`src/logic/lpt_pkg.sv`:
```
package lpt_pkg;
  // register byte offsets
  localparam logic [7:0] LPT_OFS_STATUS = 8'h00;
  localparam logic [7:0] LPT_OFS_CLEAR = 8'h04;
  localparam logic [7:0] LPT_OFS_IRQ_EN = 8'h08;
  localparam logic [7:0] LPT_OFS_CONFIG = 8'h0C;
  localparam logic [7:0] LPT_OFS_RELOAD = 8'h18;
  localparam logic [7:0] LPT_OFS_COUNT = 8'h1C;
  // field positions
  localparam int LPT_BIT_MATCH = 1;
  localparam int LPT_BIT_DEFER = 22;
  localparam int LPT_DIV_LSB = 9;
  localparam int LPT_DIV_MSB = 11;
  // widths and reset values
  localparam int LPT_CNT_W = 16;
  localparam int LPT_DIV_W = 3;
  localparam logic [15:0] LPT_RELOAD_RST = 16'h0001;
  localparam logic [15:0] LPT_CNT_RST = 16'h0000;
  localparam logic [6:0] LPT_PRE_RST = 7'h00;
  localparam logic [31:0] LPT_ZERO = 32'h0000_0000;

  // one bus request as seen in the access phase
  typedef struct packed {
    logic sel;
    logic enable;
    logic write;
    logic [7:0] addr;
    logic [31:0] wdata;
  } lpt_bus_req_t;

  // configuration handed to the counting engine
  typedef struct packed {
    logic run;
    logic [2:0] div_sel;
    logic [15:0] reload;
  } lpt_core_cfg_t;
endpackage : lpt_pkg

```
`src/logic/lpt_core.sv`:
```
`timescale 1ns/1ps
module lpt_core
(
  // clock and reset
  input wire logic mclk,
  input wire logic reset_n,
  // configuration
  input wire lpt_pkg::lpt_core_cfg_t cfg,
  // events and state
  output logic match_pulse,
  output logic [15:0] count
);
  import lpt_pkg::*;

  logic [6:0] pre;
  logic [6:0] pre_mask;
  logic tick;
  logic hit;

  // prescaler wraps at 2^div_sel, tick every wrap
  assign pre_mask = 7'((8'h01 << cfg.div_sel) - 8'h01);
  assign tick = cfg.run && ((pre & pre_mask) == pre_mask);
  assign hit = tick && (count == cfg.reload);

  // prescaler and counter, counter wraps at reload
  always_ff @(posedge mclk)
  begin
    if (!reset_n || !cfg.run)
    begin
      pre <= LPT_PRE_RST;
      count <= LPT_CNT_RST;
      match_pulse <= 1'b0;
    end
    else
    begin
      pre <= tick ? LPT_PRE_RST : 7'(pre + 7'h01);
      count <= hit ? LPT_CNT_RST : (tick ? 16'(count + 16'h0001) : count);
      match_pulse <= hit;
    end
  end
endmodule : lpt_core

```
`src/logic/lpt_regs.sv`:
```
// Behaviour
// - counter equal reload sets read-only match flag
// - write one to clear bit clears flag
// - enable bit gates the match interrupt
// - deferred bit zero: reload written immediately
// - deferred bit one: reload applied at period end while running
// - divider select divides counting clock by 2^n
// - config and enable writable only while disabled
// - enabling after flag set raises no interrupt
// - written values reach comparator on the write edge, deferred reload at period end
`timescale 1ns/1ps
module lpt_regs
(
  // clock and reset
  input wire logic mclk,
  input wire logic reset_n,
  // peripheral bus
  input wire logic psel,
  input wire logic penable,
  input wire logic pwrite,
  input wire logic [7:0] paddr,
  input wire logic [31:0] pwdata,
  output logic [31:0] prdata,
  output logic pready,
  output logic pslverr,
  // timer core enable from the control register
  input wire logic timer_enable,
  // interrupt and counting state
  output logic timer_irq_out,
  output logic [15:0] counter_value_reg,
  output logic [2:0] clock_divider_select
);
  import lpt_pkg::*;

  // ----------------------------------------
  // registers
  // ----------------------------------------
  logic reload_match_flag;
  logic reload_match_irq_enable;
  logic irq_armed;
  logic defer_update;
  logic [15:0] reload_value_reg;
  logic [15:0] reload_active;
  logic reload_pending;
  logic match_pulse;
  logic [15:0] count;
  lpt_bus_req_t req;
  lpt_core_cfg_t core_cfg;

  // ----------------------------------------
  // bus decode
  // ----------------------------------------
  logic setup_phase;
  logic wr_access;
  logic wr_clear;
  logic wr_irq_en;
  logic wr_config;
  logic wr_reload;
  logic addr_ok;
  logic clear_hit;
  logic next_flag;
  logic next_irq_en;
  logic next_armed;
  logic [31:0] next_rdata;

  // bundle bus inputs, decode writes in the access phase
  assign req = '{sel: psel, enable: penable, write: pwrite, addr: paddr, wdata: pwdata};
  assign setup_phase = req.sel && !req.enable;
  assign wr_access = req.sel && req.enable && req.write && pready && !pslverr;
  assign wr_clear = wr_access && (req.addr == LPT_OFS_CLEAR);
  assign wr_irq_en = wr_access && (req.addr == LPT_OFS_IRQ_EN) && !timer_enable;
  assign wr_config = wr_access && (req.addr == LPT_OFS_CONFIG) && !timer_enable;
  assign wr_reload = wr_access && (req.addr == LPT_OFS_RELOAD);
  assign addr_ok = (req.addr == LPT_OFS_STATUS) || (req.addr == LPT_OFS_CLEAR)
    || (req.addr == LPT_OFS_IRQ_EN) || (req.addr == LPT_OFS_CONFIG)
    || (req.addr == LPT_OFS_RELOAD) || (req.addr == LPT_OFS_COUNT);

  // read mux, reserved bits read zero
  always_comb
  begin
    next_rdata = LPT_ZERO;
    if (req.addr == LPT_OFS_STATUS)
      next_rdata[LPT_BIT_MATCH] = reload_match_flag;
    else if (req.addr == LPT_OFS_IRQ_EN)
      next_rdata[LPT_BIT_MATCH] = reload_match_irq_enable;
    else if (req.addr == LPT_OFS_CONFIG)
    begin
      next_rdata[LPT_BIT_DEFER] = defer_update;
      next_rdata[LPT_DIV_MSB:LPT_DIV_LSB] = clock_divider_select;
    end
    else if (req.addr == LPT_OFS_RELOAD)
      next_rdata[LPT_CNT_W-1:0] = reload_value_reg;
    else if (req.addr == LPT_OFS_COUNT)
      next_rdata[LPT_CNT_W-1:0] = count;
  end

  // answer prepared in setup phase, one wait-free access phase
  // read data only for reads, a write access shows zero
  always_ff @(posedge mclk)
  begin
    if (!reset_n)
    begin
      pready <= 1'b0;
      pslverr <= 1'b0;
      prdata <= LPT_ZERO;
    end
    else
    begin
      pready <= setup_phase;
      pslverr <= setup_phase && !addr_ok;
      prdata <= (setup_phase && !req.write) ? next_rdata : LPT_ZERO;
    end
  end

  // ----------------------------------------
  // match flag and interrupt
  // ----------------------------------------
  // set wins over a same-cycle clear
  assign clear_hit = wr_clear && req.wdata[LPT_BIT_MATCH];
  assign next_flag = match_pulse || (reload_match_flag && !clear_hit);
  // enable acts in the cycle of its write, so masking drops the line at once
  assign next_irq_en = wr_irq_en ? req.wdata[LPT_BIT_MATCH] : reload_match_irq_enable;
  // only a match seen while enabled arms the line
  assign next_armed = next_irq_en && next_flag && (match_pulse || irq_armed);

  always_ff @(posedge mclk)
  begin
    if (!reset_n)
    begin
      reload_match_flag <= 1'b0;
      irq_armed <= 1'b0;
      timer_irq_out <= 1'b0;
    end
    else
    begin
      reload_match_flag <= next_flag;
      irq_armed <= next_armed;
      timer_irq_out <= next_armed;
    end
  end

  // ----------------------------------------
  // enable and configuration
  // ----------------------------------------
  // low config bits are never stored, they read back zero
  always_ff @(posedge mclk)
  begin
    if (!reset_n)
    begin
      reload_match_irq_enable <= 1'b0;
      defer_update <= 1'b0;
      clock_divider_select <= 3'h0;
    end
    else
    begin
      if (wr_irq_en)
        reload_match_irq_enable <= req.wdata[LPT_BIT_MATCH];
      if (wr_config)
      begin
        defer_update <= req.wdata[LPT_BIT_DEFER];
        clock_divider_select <= req.wdata[LPT_DIV_MSB:LPT_DIV_LSB];
      end
    end
  end

  // ----------------------------------------
  // reload update
  // ----------------------------------------
  // comparator copy takes the written value in the same cycle, or at period end when deferred while running
  always_ff @(posedge mclk)
  begin
    if (!reset_n)
    begin
      reload_value_reg <= LPT_RELOAD_RST;
      reload_active <= LPT_RELOAD_RST;
      reload_pending <= 1'b0;
    end
    else
    begin
      if (wr_reload)
        reload_value_reg <= req.wdata[LPT_CNT_W-1:0];
      if (wr_reload && (!defer_update || !timer_enable))
      begin
        reload_active <= req.wdata[LPT_CNT_W-1:0];
        reload_pending <= 1'b0;
      end
      else if (wr_reload)
        reload_pending <= 1'b1;
      else if (reload_pending && (match_pulse || !timer_enable))
      begin
        reload_active <= reload_value_reg;
        reload_pending <= 1'b0;
      end
    end
  end

  // ----------------------------------------
  // counting engine
  // ----------------------------------------
  // run, divider and active reload bundled for the counting engine
  assign core_cfg = '{run: timer_enable, div_sel: clock_divider_select, reload: reload_active};

  lpt_core u_core
  (
    .mclk(mclk),
    .reset_n(reset_n),
    .cfg(core_cfg),
    .match_pulse(match_pulse),
    .count(count)
  );

  // registered copy of the count for the output port
  always_ff @(posedge mclk)
  begin
    if (!reset_n)
      counter_value_reg <= LPT_CNT_RST;
    else
      counter_value_reg <= count;
  end
endmodule : lpt_regs

```
`config.mk`:
```
export PLATFORM = sky130hd
export DESIGN_NAME = lpt_regs
export DESIGN_NICKNAME = d
export VERILOG_FILES = /design/src/logic/lpt_pkg.sv /design/src/logic/lpt_core.sv /design/src/logic/lpt_regs.sv
export SDC_FILE = /design/constraint.sdc
export NUM_CORES = 1
export LEC_CHECK = 0
export BUFFER_PORTS_ARGS = -buffer_cell sky130_fd_sc_hd__buf_2
export CORE_MARGIN = 10
export CORE_UTILIZATION = 30
export CTS_CLUSTER_DIAMETER = 50
export DETAILED_ROUTE_END_ITERATION = 10
export HOLD_SLACK_MARGIN = 0.1
export PLACE_DENSITY_LB_ADDON = 0.05
export SETUP_SLACK_MARGIN = 0.3
export SLEW_MARGIN = 20
export SYNTH_ARGS = -nofsm -noshare
export SYNTH_HDL_FRONTEND = slang
export SYNTH_SLANG_ARGS = --single-unit
```
`constraint.sdc`:
```
create_clock -name mclk -period 2.1 [get_ports mclk]
set_input_delay 0.105 -clock mclk [delete_from_list [all_inputs] [get_ports mclk]]
set_output_delay 0.105 -clock mclk [all_outputs]
set_load 0.1 [all_outputs]
```
==> qor_table.md, run 1 <==
| Group | Quantity | Value |
|:---|:---|:---|
| drt | DR DRC count | 0 |
| placed design | Post-detailed-placement half-perimeter wirelength | 9.46 mm |
| sta | Max Transition Viols Final | 0 |
| synthesis | Synth warn | 0 |
| synthesis | Share of the synthesized area in the top cell type | 45.7% |
| global routing | All-layer global routing usage | 13.2% |
| drt | Detailed Route Iter0 Violations | 169 |
| final layout | Commonest non-fill, non-tap cell in the layout | sky130_fd_sc_hd__dfxtp_1 |
| synthesis | Fraction of the mapped netlist area in compound gates | 15.1% |
| sta | Count of endpoints failing hold in the final timing report | 0 |
| critical path | Kind of start point of the critical path | register |
| critical path | Data required time at the worst endpoint | 2390 ps |
| clock tree | Clock root buffer | sky130_fd_sc_hd__clkbuf_16 |
| sta | Total negative slack for setup checks | -1150 ps |
| worst hold path | Class of the most critical hold timing path | in2reg |
| final layout | Commonest non-fill, non-tap cells in the layout | sky130_fd_sc_hd__dfxtp_1, sky130_fd_sc_hd__buf_2, sky130_fd_sc_hd__nand2_1, sky130_fd_sc_hd__buf_4 |
| power and ir drop | Static leakage | 2.27 nW |
| placed design | Port buffer count | 69 |
| flow run | Number of max-cap violations | 0 |
| placed design | Routability congestion estimate from global placement | 0.843 |
| floorplan | DIE WIDTH | 140 um |
| sta | F_max | 0.450 GHz |
| final layout | Largest register FFs | 17 |
| sta | Post-layout min period | 2220 ps |
| floorplan | Core ar. | 14000 um^2 |
| synthesis | Dominant combinational cell family by area after synthesis | simple AND/OR/NAND/NOR gates |
| synthesis | Area share of fa/ha/maj cells after synthesis | 0.865% |
| critical path | Crit path DAT | 2510 ps |
| sta | Worst-case clock skew | 7.14 ps |
| floorplan | Starting utilization of the core area | 30.9% |
| drt | Via count | 3780 |
| drt | Vias per std cell | 4.75 |
| synthesis | Average size of a mapped cell | 8.95 um^2 |
| floorplan | Floorplan die area | 19700 um^2 |
| drt | Average wire per cell in the routed design | 16.5 um |
| sta | Worst Tran Pin Value | 668 ps |
| final layout | Cell Count, Final, Fillers Out | 795 |
| final layout | Register with the highest flop count | prdata |
| synthesis | Post-synthesis instance area | 4340 um^2 |
| critical path | Sort of element at the end of the critical path | register |
| final layout | Antenna fix cells | 0 |
| synthesis | Multiplexer area fraction after synthesis | 1.70% |
| synthesis | Portion of the post-synthesis area used by sequential elements | 45.7% |
| drt | DRT Pass-1 Iters | 4 |
| synthesis | Async set-reset flop share out of synthesis | 0% |
| global routing | Vias in the first global route | 3924 |
| clock tree | Clk sinks | 99 |
| clock tree | TritonCTS clock tree | done |
| final layout | Post-synthesis to final-layout area growth | 39.3% |
| final layout | Net count, final | 659 |
| clock tree | Number of buffers on the longest clock path | 2 |
| synthesis | Top flip-flop cell by instance count after synthesis | sky130_fd_sc_hd__dfxtp_1 |
| placed design | Post-place setup slack | -117 ps |
| final layout | FF+latch area | 2000 um^2 |
| clock tree | H-Tree Level Count | 3 |
| sta | Post-route fraction of the period consumed by the critical path | 106% |
| global routing | Initial antenna violation count | 0 |
| clock tree | Worst skew pair latency | 360 ps |
| status | Violated checks | negative setup slack |
| clock tree | Clock input transition at the sequential cells of the worst setup and hold paths | 70 ps |
| sta | Slew HR | 55.1% |
| sta | Final critical-path setup slack | -120 ps |
| synthesis | Post-Syn Instances | 485 |
| drt | Routed wire length | 13.1 mm |
| clock tree | Number of CTS-inserted buffers | 9 |
| final layout | Multi-input gate area in the final layout | 2460 um^2 |
| power and ir drop | Power density over the cells | 659 nW/um^2 |
| synthesis | Number of distinct standard cells referenced by the synthesized netlist | 56 |
| placed design | Cells after DPL | 750 |
| final layout | Share of layout cells above drive strength 1 | 32.5% |
| synthesis | Area leader, netlist | sky130_fd_sc_hd__dfxtp_1 |
| synthesis | Largest cells by area after synthesis | sky130_fd_sc_hd__dfxtp_1, sky130_fd_sc_hd__nand2_1, sky130_fd_sc_hd__xnor2_1, sky130_fd_sc_hd__a22oi_1, sky130_fd_sc_hd__a21boi_0 |
| final layout | FILL cells | 1444 |
| global routing | Largest net degree at the start of global routing | 37 |
| power and ir drop | Largest voltage drop on the vdd net | 0.390 mV |
| synthesis | Xor/xnor cell area share of the yosys netlist | 6.46% |
| sta | Unrepaired setup endpoints after global routing | true |
| sta | Finish-stage setup viols | 23 |
| status | Result of the run | finished with violations |
| synthesis | FF+latch count, synth | 99 |
| final layout | Util after Layout | 43.1% |
| floorplan | Number of top-level design ports | 100 |
| critical path | Class of the most critical setup path | reg2reg |
| synthesis | Post-Synth Simple-Gate Area | 24.3% |
| synthesis | Post-synth EDFFs | 0 |
| floorplan | Number of placement rows | 43 |
| critical path | Max FO, Critical Path | 4 |
| global routing | Total gr overflow | 0 |
| drt | DRT antenna net count | 0 |
| floorplan | Die height | 140 um |
| global routing | First-pass GRT wire length | 20.8 mm |
## synthesized netlist by cell type (all sizes together), types with 2 or more instances
library cell	count
dfxtp	99
nand2	67
nor2	39
a22oi	31
a21boi	30
xnor2	28
buf	25
and2	20
nand3	17
nor3	17
clkbuf	16
o21ai	13
nand4	9
a21oi	8
nor2b	8
mux2i	7
inv	6
or3	5
and3	4
nor4	4
xor2	4
ha	3
nor3b	3
and4	2
or2	2
or4	2
## through the flow
step / power, mW / hold WS (ps) / area [um^2]
CTS: 4.01 / 116 / 5820
global placement: 2.20 / 298 / 5140
floorplan: 2.14 / 175 / 4470
finish: 3.99 / 122 / 6050
global route: 4.13 / 149 / 6050
detailed placement: 2.20 / 304 / 5140
## metal layers
metal / up-vias / global-route usage, % / wire length, um
li1: 1899 / - / -
met1: 1779 / 17.0 / 6270
met2: 88 / 20.6 / 5960
met3: 14 / 4.06 / 672
met4: 0 / 3.64 / 177
met5: - / 0 / 0
## cell type report
class	count	share of cell area [%]
Tap cell	180	3.73
Clock buffer	13	4.47
Inverter	6	0.373
Multi-Input combinational cell	353	40.8
Clock inverter	3	0.724
Timing Repair Buffer	141	16.9
Sequential cell	99	33.0
## worst max-delay path, stage by stage, from the launching register on
cell	delay [ps]
sky130_fd_sc_hd__dfxtp_4	340
sky130_fd_sc_hd__or3_4	370
sky130_fd_sc_hd__ha_4	170
sky130_fd_sc_hd__nor2b_4	130
sky130_fd_sc_hd__mux2i_4	200
sky130_fd_sc_hd__and4_4	290
sky130_fd_sc_hd__nand2_4	60
sky130_fd_sc_hd__or4_1	470
sky130_fd_sc_hd__a21oi_1	130
## report_power, final
part | leakage [nW] | internal [mW] | switching, mW | total (mW)
Combinational | 1.31 | 0.103 | 0.237 | 0.340
Clock | 0.156 | 1.03 | 0.738 | 1.76
Sequential | 0.801 | 1.88 | 0.00506 | 1.88
Total | 2.27 | 3.01 | 0.979 | 3.99
## cell families (layout without fill, tap and decap cells)
| group | Yosys count | count (layout) |
|---|---|---|
| AOI/OAI and AO/OA | 90 | 90 |
| xor gates and xnor gates | 32 | 32 |
| adders and majority gates | 3 | 3 |
| buffers and inverters | 47 | 163 |
| DFF | 99 | 99 |
| muxes | 7 | 7 |
| other | 1 | 15 |
| and+or+nand+nor | 206 | 206 |
## repair_timing
action | 4_1_cts | 5_1_grt
pin swaps | 7 | 16
hold buffers | 20 | 0
gates resized for setup | 28 | 38
hold endpoints to repair | 34 | 0
endpoints found under the setup margin | 24 | 30
cloned | 0 | 1
buffers inserted | 4 | 4
## path summary, 6_finish.rpt
kind,start,end,slack [ps],cells after the start
max,clock_divider_select[2],u_core.count[7],-120,8
min,paddr[3],prdata[1],120,3
max reg2reg,clock_divider_select[2],u_core.count[7],-120,8
min reg2reg,reload_active[13],reload_active[13],480,2
No activity file was read; power rests on OpenSTA's default activity.
==> run 2, diff against run 1 <==
Settings changed: CTS_BUF_LIST from default to sky130_fd_sc_hd__clkbuf_2 sky130_fd_sc_hd__clkbuf_4 sky130_fd_sc_hd__clkbuf_8.
==> run 2 against run 1 <==
The run still ends with negative setup slack left. Via count increased by 0.71%. Core utilization down 0.071 points. Clock power is 23% lower. Power decreased by 11%. Highest routed layer unchanged.
==> qor_table.md, run 2 (synthesis gave the netlist of run 1 again) <==
| Group | Quantity | Value | vs previous |
|:---|:---|:---|:---|
| drt | Via count | 3807 | was 3780 |
| critical path | R2R depth | 9 | was 8 |
| sta | Finish-stage setup viols | 16 | was 23 |
| status | Violated checks | negative setup slack | unchanged |
| critical path | Kind of start point of the critical path | register | unchanged |
| final layout | Net count, final | 667 | was 659 |
| clock tree | H-Tree Level Count | 3 | unchanged |
| drt | DR DRC count | 0 | unchanged |
| global routing | Vias in the first global route | 3902 | was 3924 |
| clock tree | Worst skew pair latency | 380 ps | was 360 ps |
| power and ir drop | PnR Total Power | 3.56 mW | was 3.99 mW |
| floorplan | Die height | 140 um | unchanged |
| final layout | Register with the highest flop count | prdata | unchanged |
| sta | Post-layout min period | 2200 ps | was 2220 ps |
| final layout | Util after Layout | 43.0% | was 43.1% |
| critical path | Worst r2r src | clock_divider_select[2] | unchanged |
| floorplan | Number of top-level design ports | 100 | unchanged |
| final layout | Antenna fix cells | 0 | unchanged |
| worst hold path | HP Start | psel | was paddr[3] |
| sta | F_max | 0.454 GHz | was 0.450 GHz |
| critical path | Sort of element at the end of the critical path | register | unchanged |
| drt | Vias per std cell | 4.74 | was 4.75 |
| sta | Final critical-path setup slack | -103 ps | was -120 ps |
| clock tree | Number of CTS-inserted buffers | 9 | unchanged |
| sta | Worst-case clock skew | 13.8 ps | was 7.14 ps |
| floorplan | Floorplan die area | 19700 um^2 | unchanged |
| worst hold path | Class of the most critical hold timing path | in2reg | unchanged |
| final layout | Commonest non-fill, non-tap cell in the layout | sky130_fd_sc_hd__dfxtp_1 | unchanged |
| floorplan | DIE WIDTH | 140 um | unchanged |
| floorplan | Number of placement rows | 43 | unchanged |
| placed design | Post-detailed-placement half-perimeter wirelength | 9.46 mm | unchanged |
| clock tree | Clk sinks | 99 | unchanged |
| placed design | Routability congestion estimate from global placement | 0.843 | unchanged |
| clock tree | Number of buffers on the longest clock path | 2 | unchanged |
| clock tree | Clock root buffer | sky130_fd_sc_hd__clkbuf_8 | was sky130_fd_sc_hd__clkbuf_16 |
| global routing | Initial antenna violation count | 0 | unchanged |
| sta | Slew HR | 51.0% | was 55.1% |
| worst hold path | Hold endpoint | pslverr | was prdata[1] |
| global routing | All-layer global routing usage | 13.1% | was 13.2% |
| global routing | Largest net degree at the start of global routing | 37 | unchanged |
| drt | Average wire per cell in the routed design | 16.4 um | was 16.5 um |
| floorplan | Starting utilization of the core area | 30.9% | unchanged |
| power and ir drop | Power density over the cells | 590 nW/um^2 | was 659 nW/um^2 |
| critical path | Class of the most critical setup path | reg2reg | unchanged |
| sta | Unrepaired setup endpoints after global routing | true | unchanged |
| final layout | Share of layout cells above drive strength 1 | 34.7% | was 32.5% |
| status | Result of the run | finished with violations | unchanged |
| sta | Max Transition Viols Final | 0 | unchanged |
| critical path | Register-to-register path setup slack | -100 ps | was -120 ps |
| critical path | Crit path DAT | 2520 ps | was 2510 ps |
| power and ir drop | Largest voltage drop on the vdd net | 0.355 mV | was 0.390 mV |
| clock tree | Clock input transition at the sequential cells of the worst setup and hold paths | 100 ps | was 70 ps |
| final layout | Largest register FFs | 17 | unchanged |
| sta | Post-route fraction of the period consumed by the critical path | 105% | was 106% |
| drt | DRT Pass-1 Iters | 4 | unchanged |
| drt | Detailed Route Iter0 Violations | 180 | was 169 |
| clock tree | TritonCTS clock tree | done | unchanged |
| critical path | Max FO, Critical Path | 4 | unchanged |
| worst hold path | Depth of the worst hold-timing path | 4 | was 3 |
| critical path | Reg-to-reg critical path endpoint | u_core.count[6] | was u_core.count[7] |
| flow run | Number of max-cap violations | 0 | unchanged |
| drt | Routed wire length | 13.1 mm | about the same |
| drt | DRT antenna net count | 0 | unchanged |
| placed design | Port buffer count | 69 | unchanged |
| sta | Worst Tran Pin Value | 728 ps | was 668 ps |
| final layout | Commonest non-fill, non-tap cells in the layout | sky130_fd_sc_hd__dfxtp_1, sky130_fd_sc_hd__buf_2, sky130_fd_sc_hd__nand2_1, sky130_fd_sc_hd__buf_4, sky130_fd_sc_hd__nor2_1 | was sky130_fd_sc_hd__dfxtp_1, sky130_fd_sc_hd__buf_2, sky130_fd_sc_hd__nand2_1, sky130_fd_sc_hd__buf_4 |
| global routing | First-pass GRT wire length | 20.8 mm | about the same |
| floorplan | Core ar. | 14000 um^2 | unchanged |
| critical path | Data required time at the worst endpoint | 2420 ps | was 2390 ps |
| critical path | Critical path origin | clock_divider_select[2] | unchanged |
| sta | Count of endpoints failing hold in the final timing report | 0 | unchanged |
| final layout | Post-synthesis to final-layout area growth | 39.1% | was 39.3% |
| power and ir drop | Static leakage | 2.27 nW | about the same |
| global routing | Total gr overflow | 0 | unchanged |
[run 2: area by class of cell]
class                      instances  area [um^2]
clock buffer                      13          173
fill                            1450         8010
timing repair buffer             149         1110
clock inverter                     3         43.8
sequential                        99         2000
tap                              180          225
multi-input combinational        353         2470
inverter                           6         22.5
[run 2: what timing repair did]
item / in CTS / in global routing
resized for setup: 26 / 66
hold endpoints to repair: 39 / 0
hold buffers: 21 / 0
setup buffers: 4 / 12
gates cloned: 0 / 0
pin swaps: 11 / 30
setup endpoints to repair: 24 / 33
[run 2: worst max path at each step]
stage          slack, ps              end  cells past startpoint
5_1_grt             -160  u_core.count[7]                      8
2_1_floorplan       -320  u_core.count[7]                      9
6_report            -100  u_core.count[6]                      9
4_1_cts              -80  u_core.count[7]                      8
3_3_place_gp        -110  u_core.count[7]                      8
3_5_place_dp        -120  u_core.count[7]                      8
[run 2: power by group]
part           internal, mW  switching [mW]
clock network         0.666           0.689
logic                0.0952           0.230
registers              1.88         0.00542
total                  2.64           0.924
[run 2: metrics by stage]
stage,hold WS (ps),std cells,setup TNS [ps],setup WS (ps),area [um^2]
finish,134,803,-959,-103,6040
global route,118,803,-2420,-160,6040
CTS,110,791,-905,-82.6,5730
detailed placement,304,750,-642,-117,5140
global placement,298,750,-437,-109,5140
floorplan,175,499,-3920,-323,4470
[run 2: critical path, stage by stage (launching register included)]
cell	delay [ps]
sky130_fd_sc_hd__dfxtp_4	350
sky130_fd_sc_hd__or3_4	370
sky130_fd_sc_hd__ha_4	170
sky130_fd_sc_hd__nor2b_4	130
sky130_fd_sc_hd__mux2i_4	190
sky130_fd_sc_hd__and4_4	280
sky130_fd_sc_hd__nand2_4	50
sky130_fd_sc_hd__buf_4	140
sky130_fd_sc_hd__or3_1	320
sky130_fd_sc_hd__a21oi_2	130
[run 2: routing by layer]
layer  global-route usage (%)  share of wire [%]  vias up
met2                     20.7                 46       80
met3                     4.02                5.1        9
met5                        0                  0        -
li1                         -                  -     1908
met4                     3.37               0.94        0
met1                     17.0                 47     1810
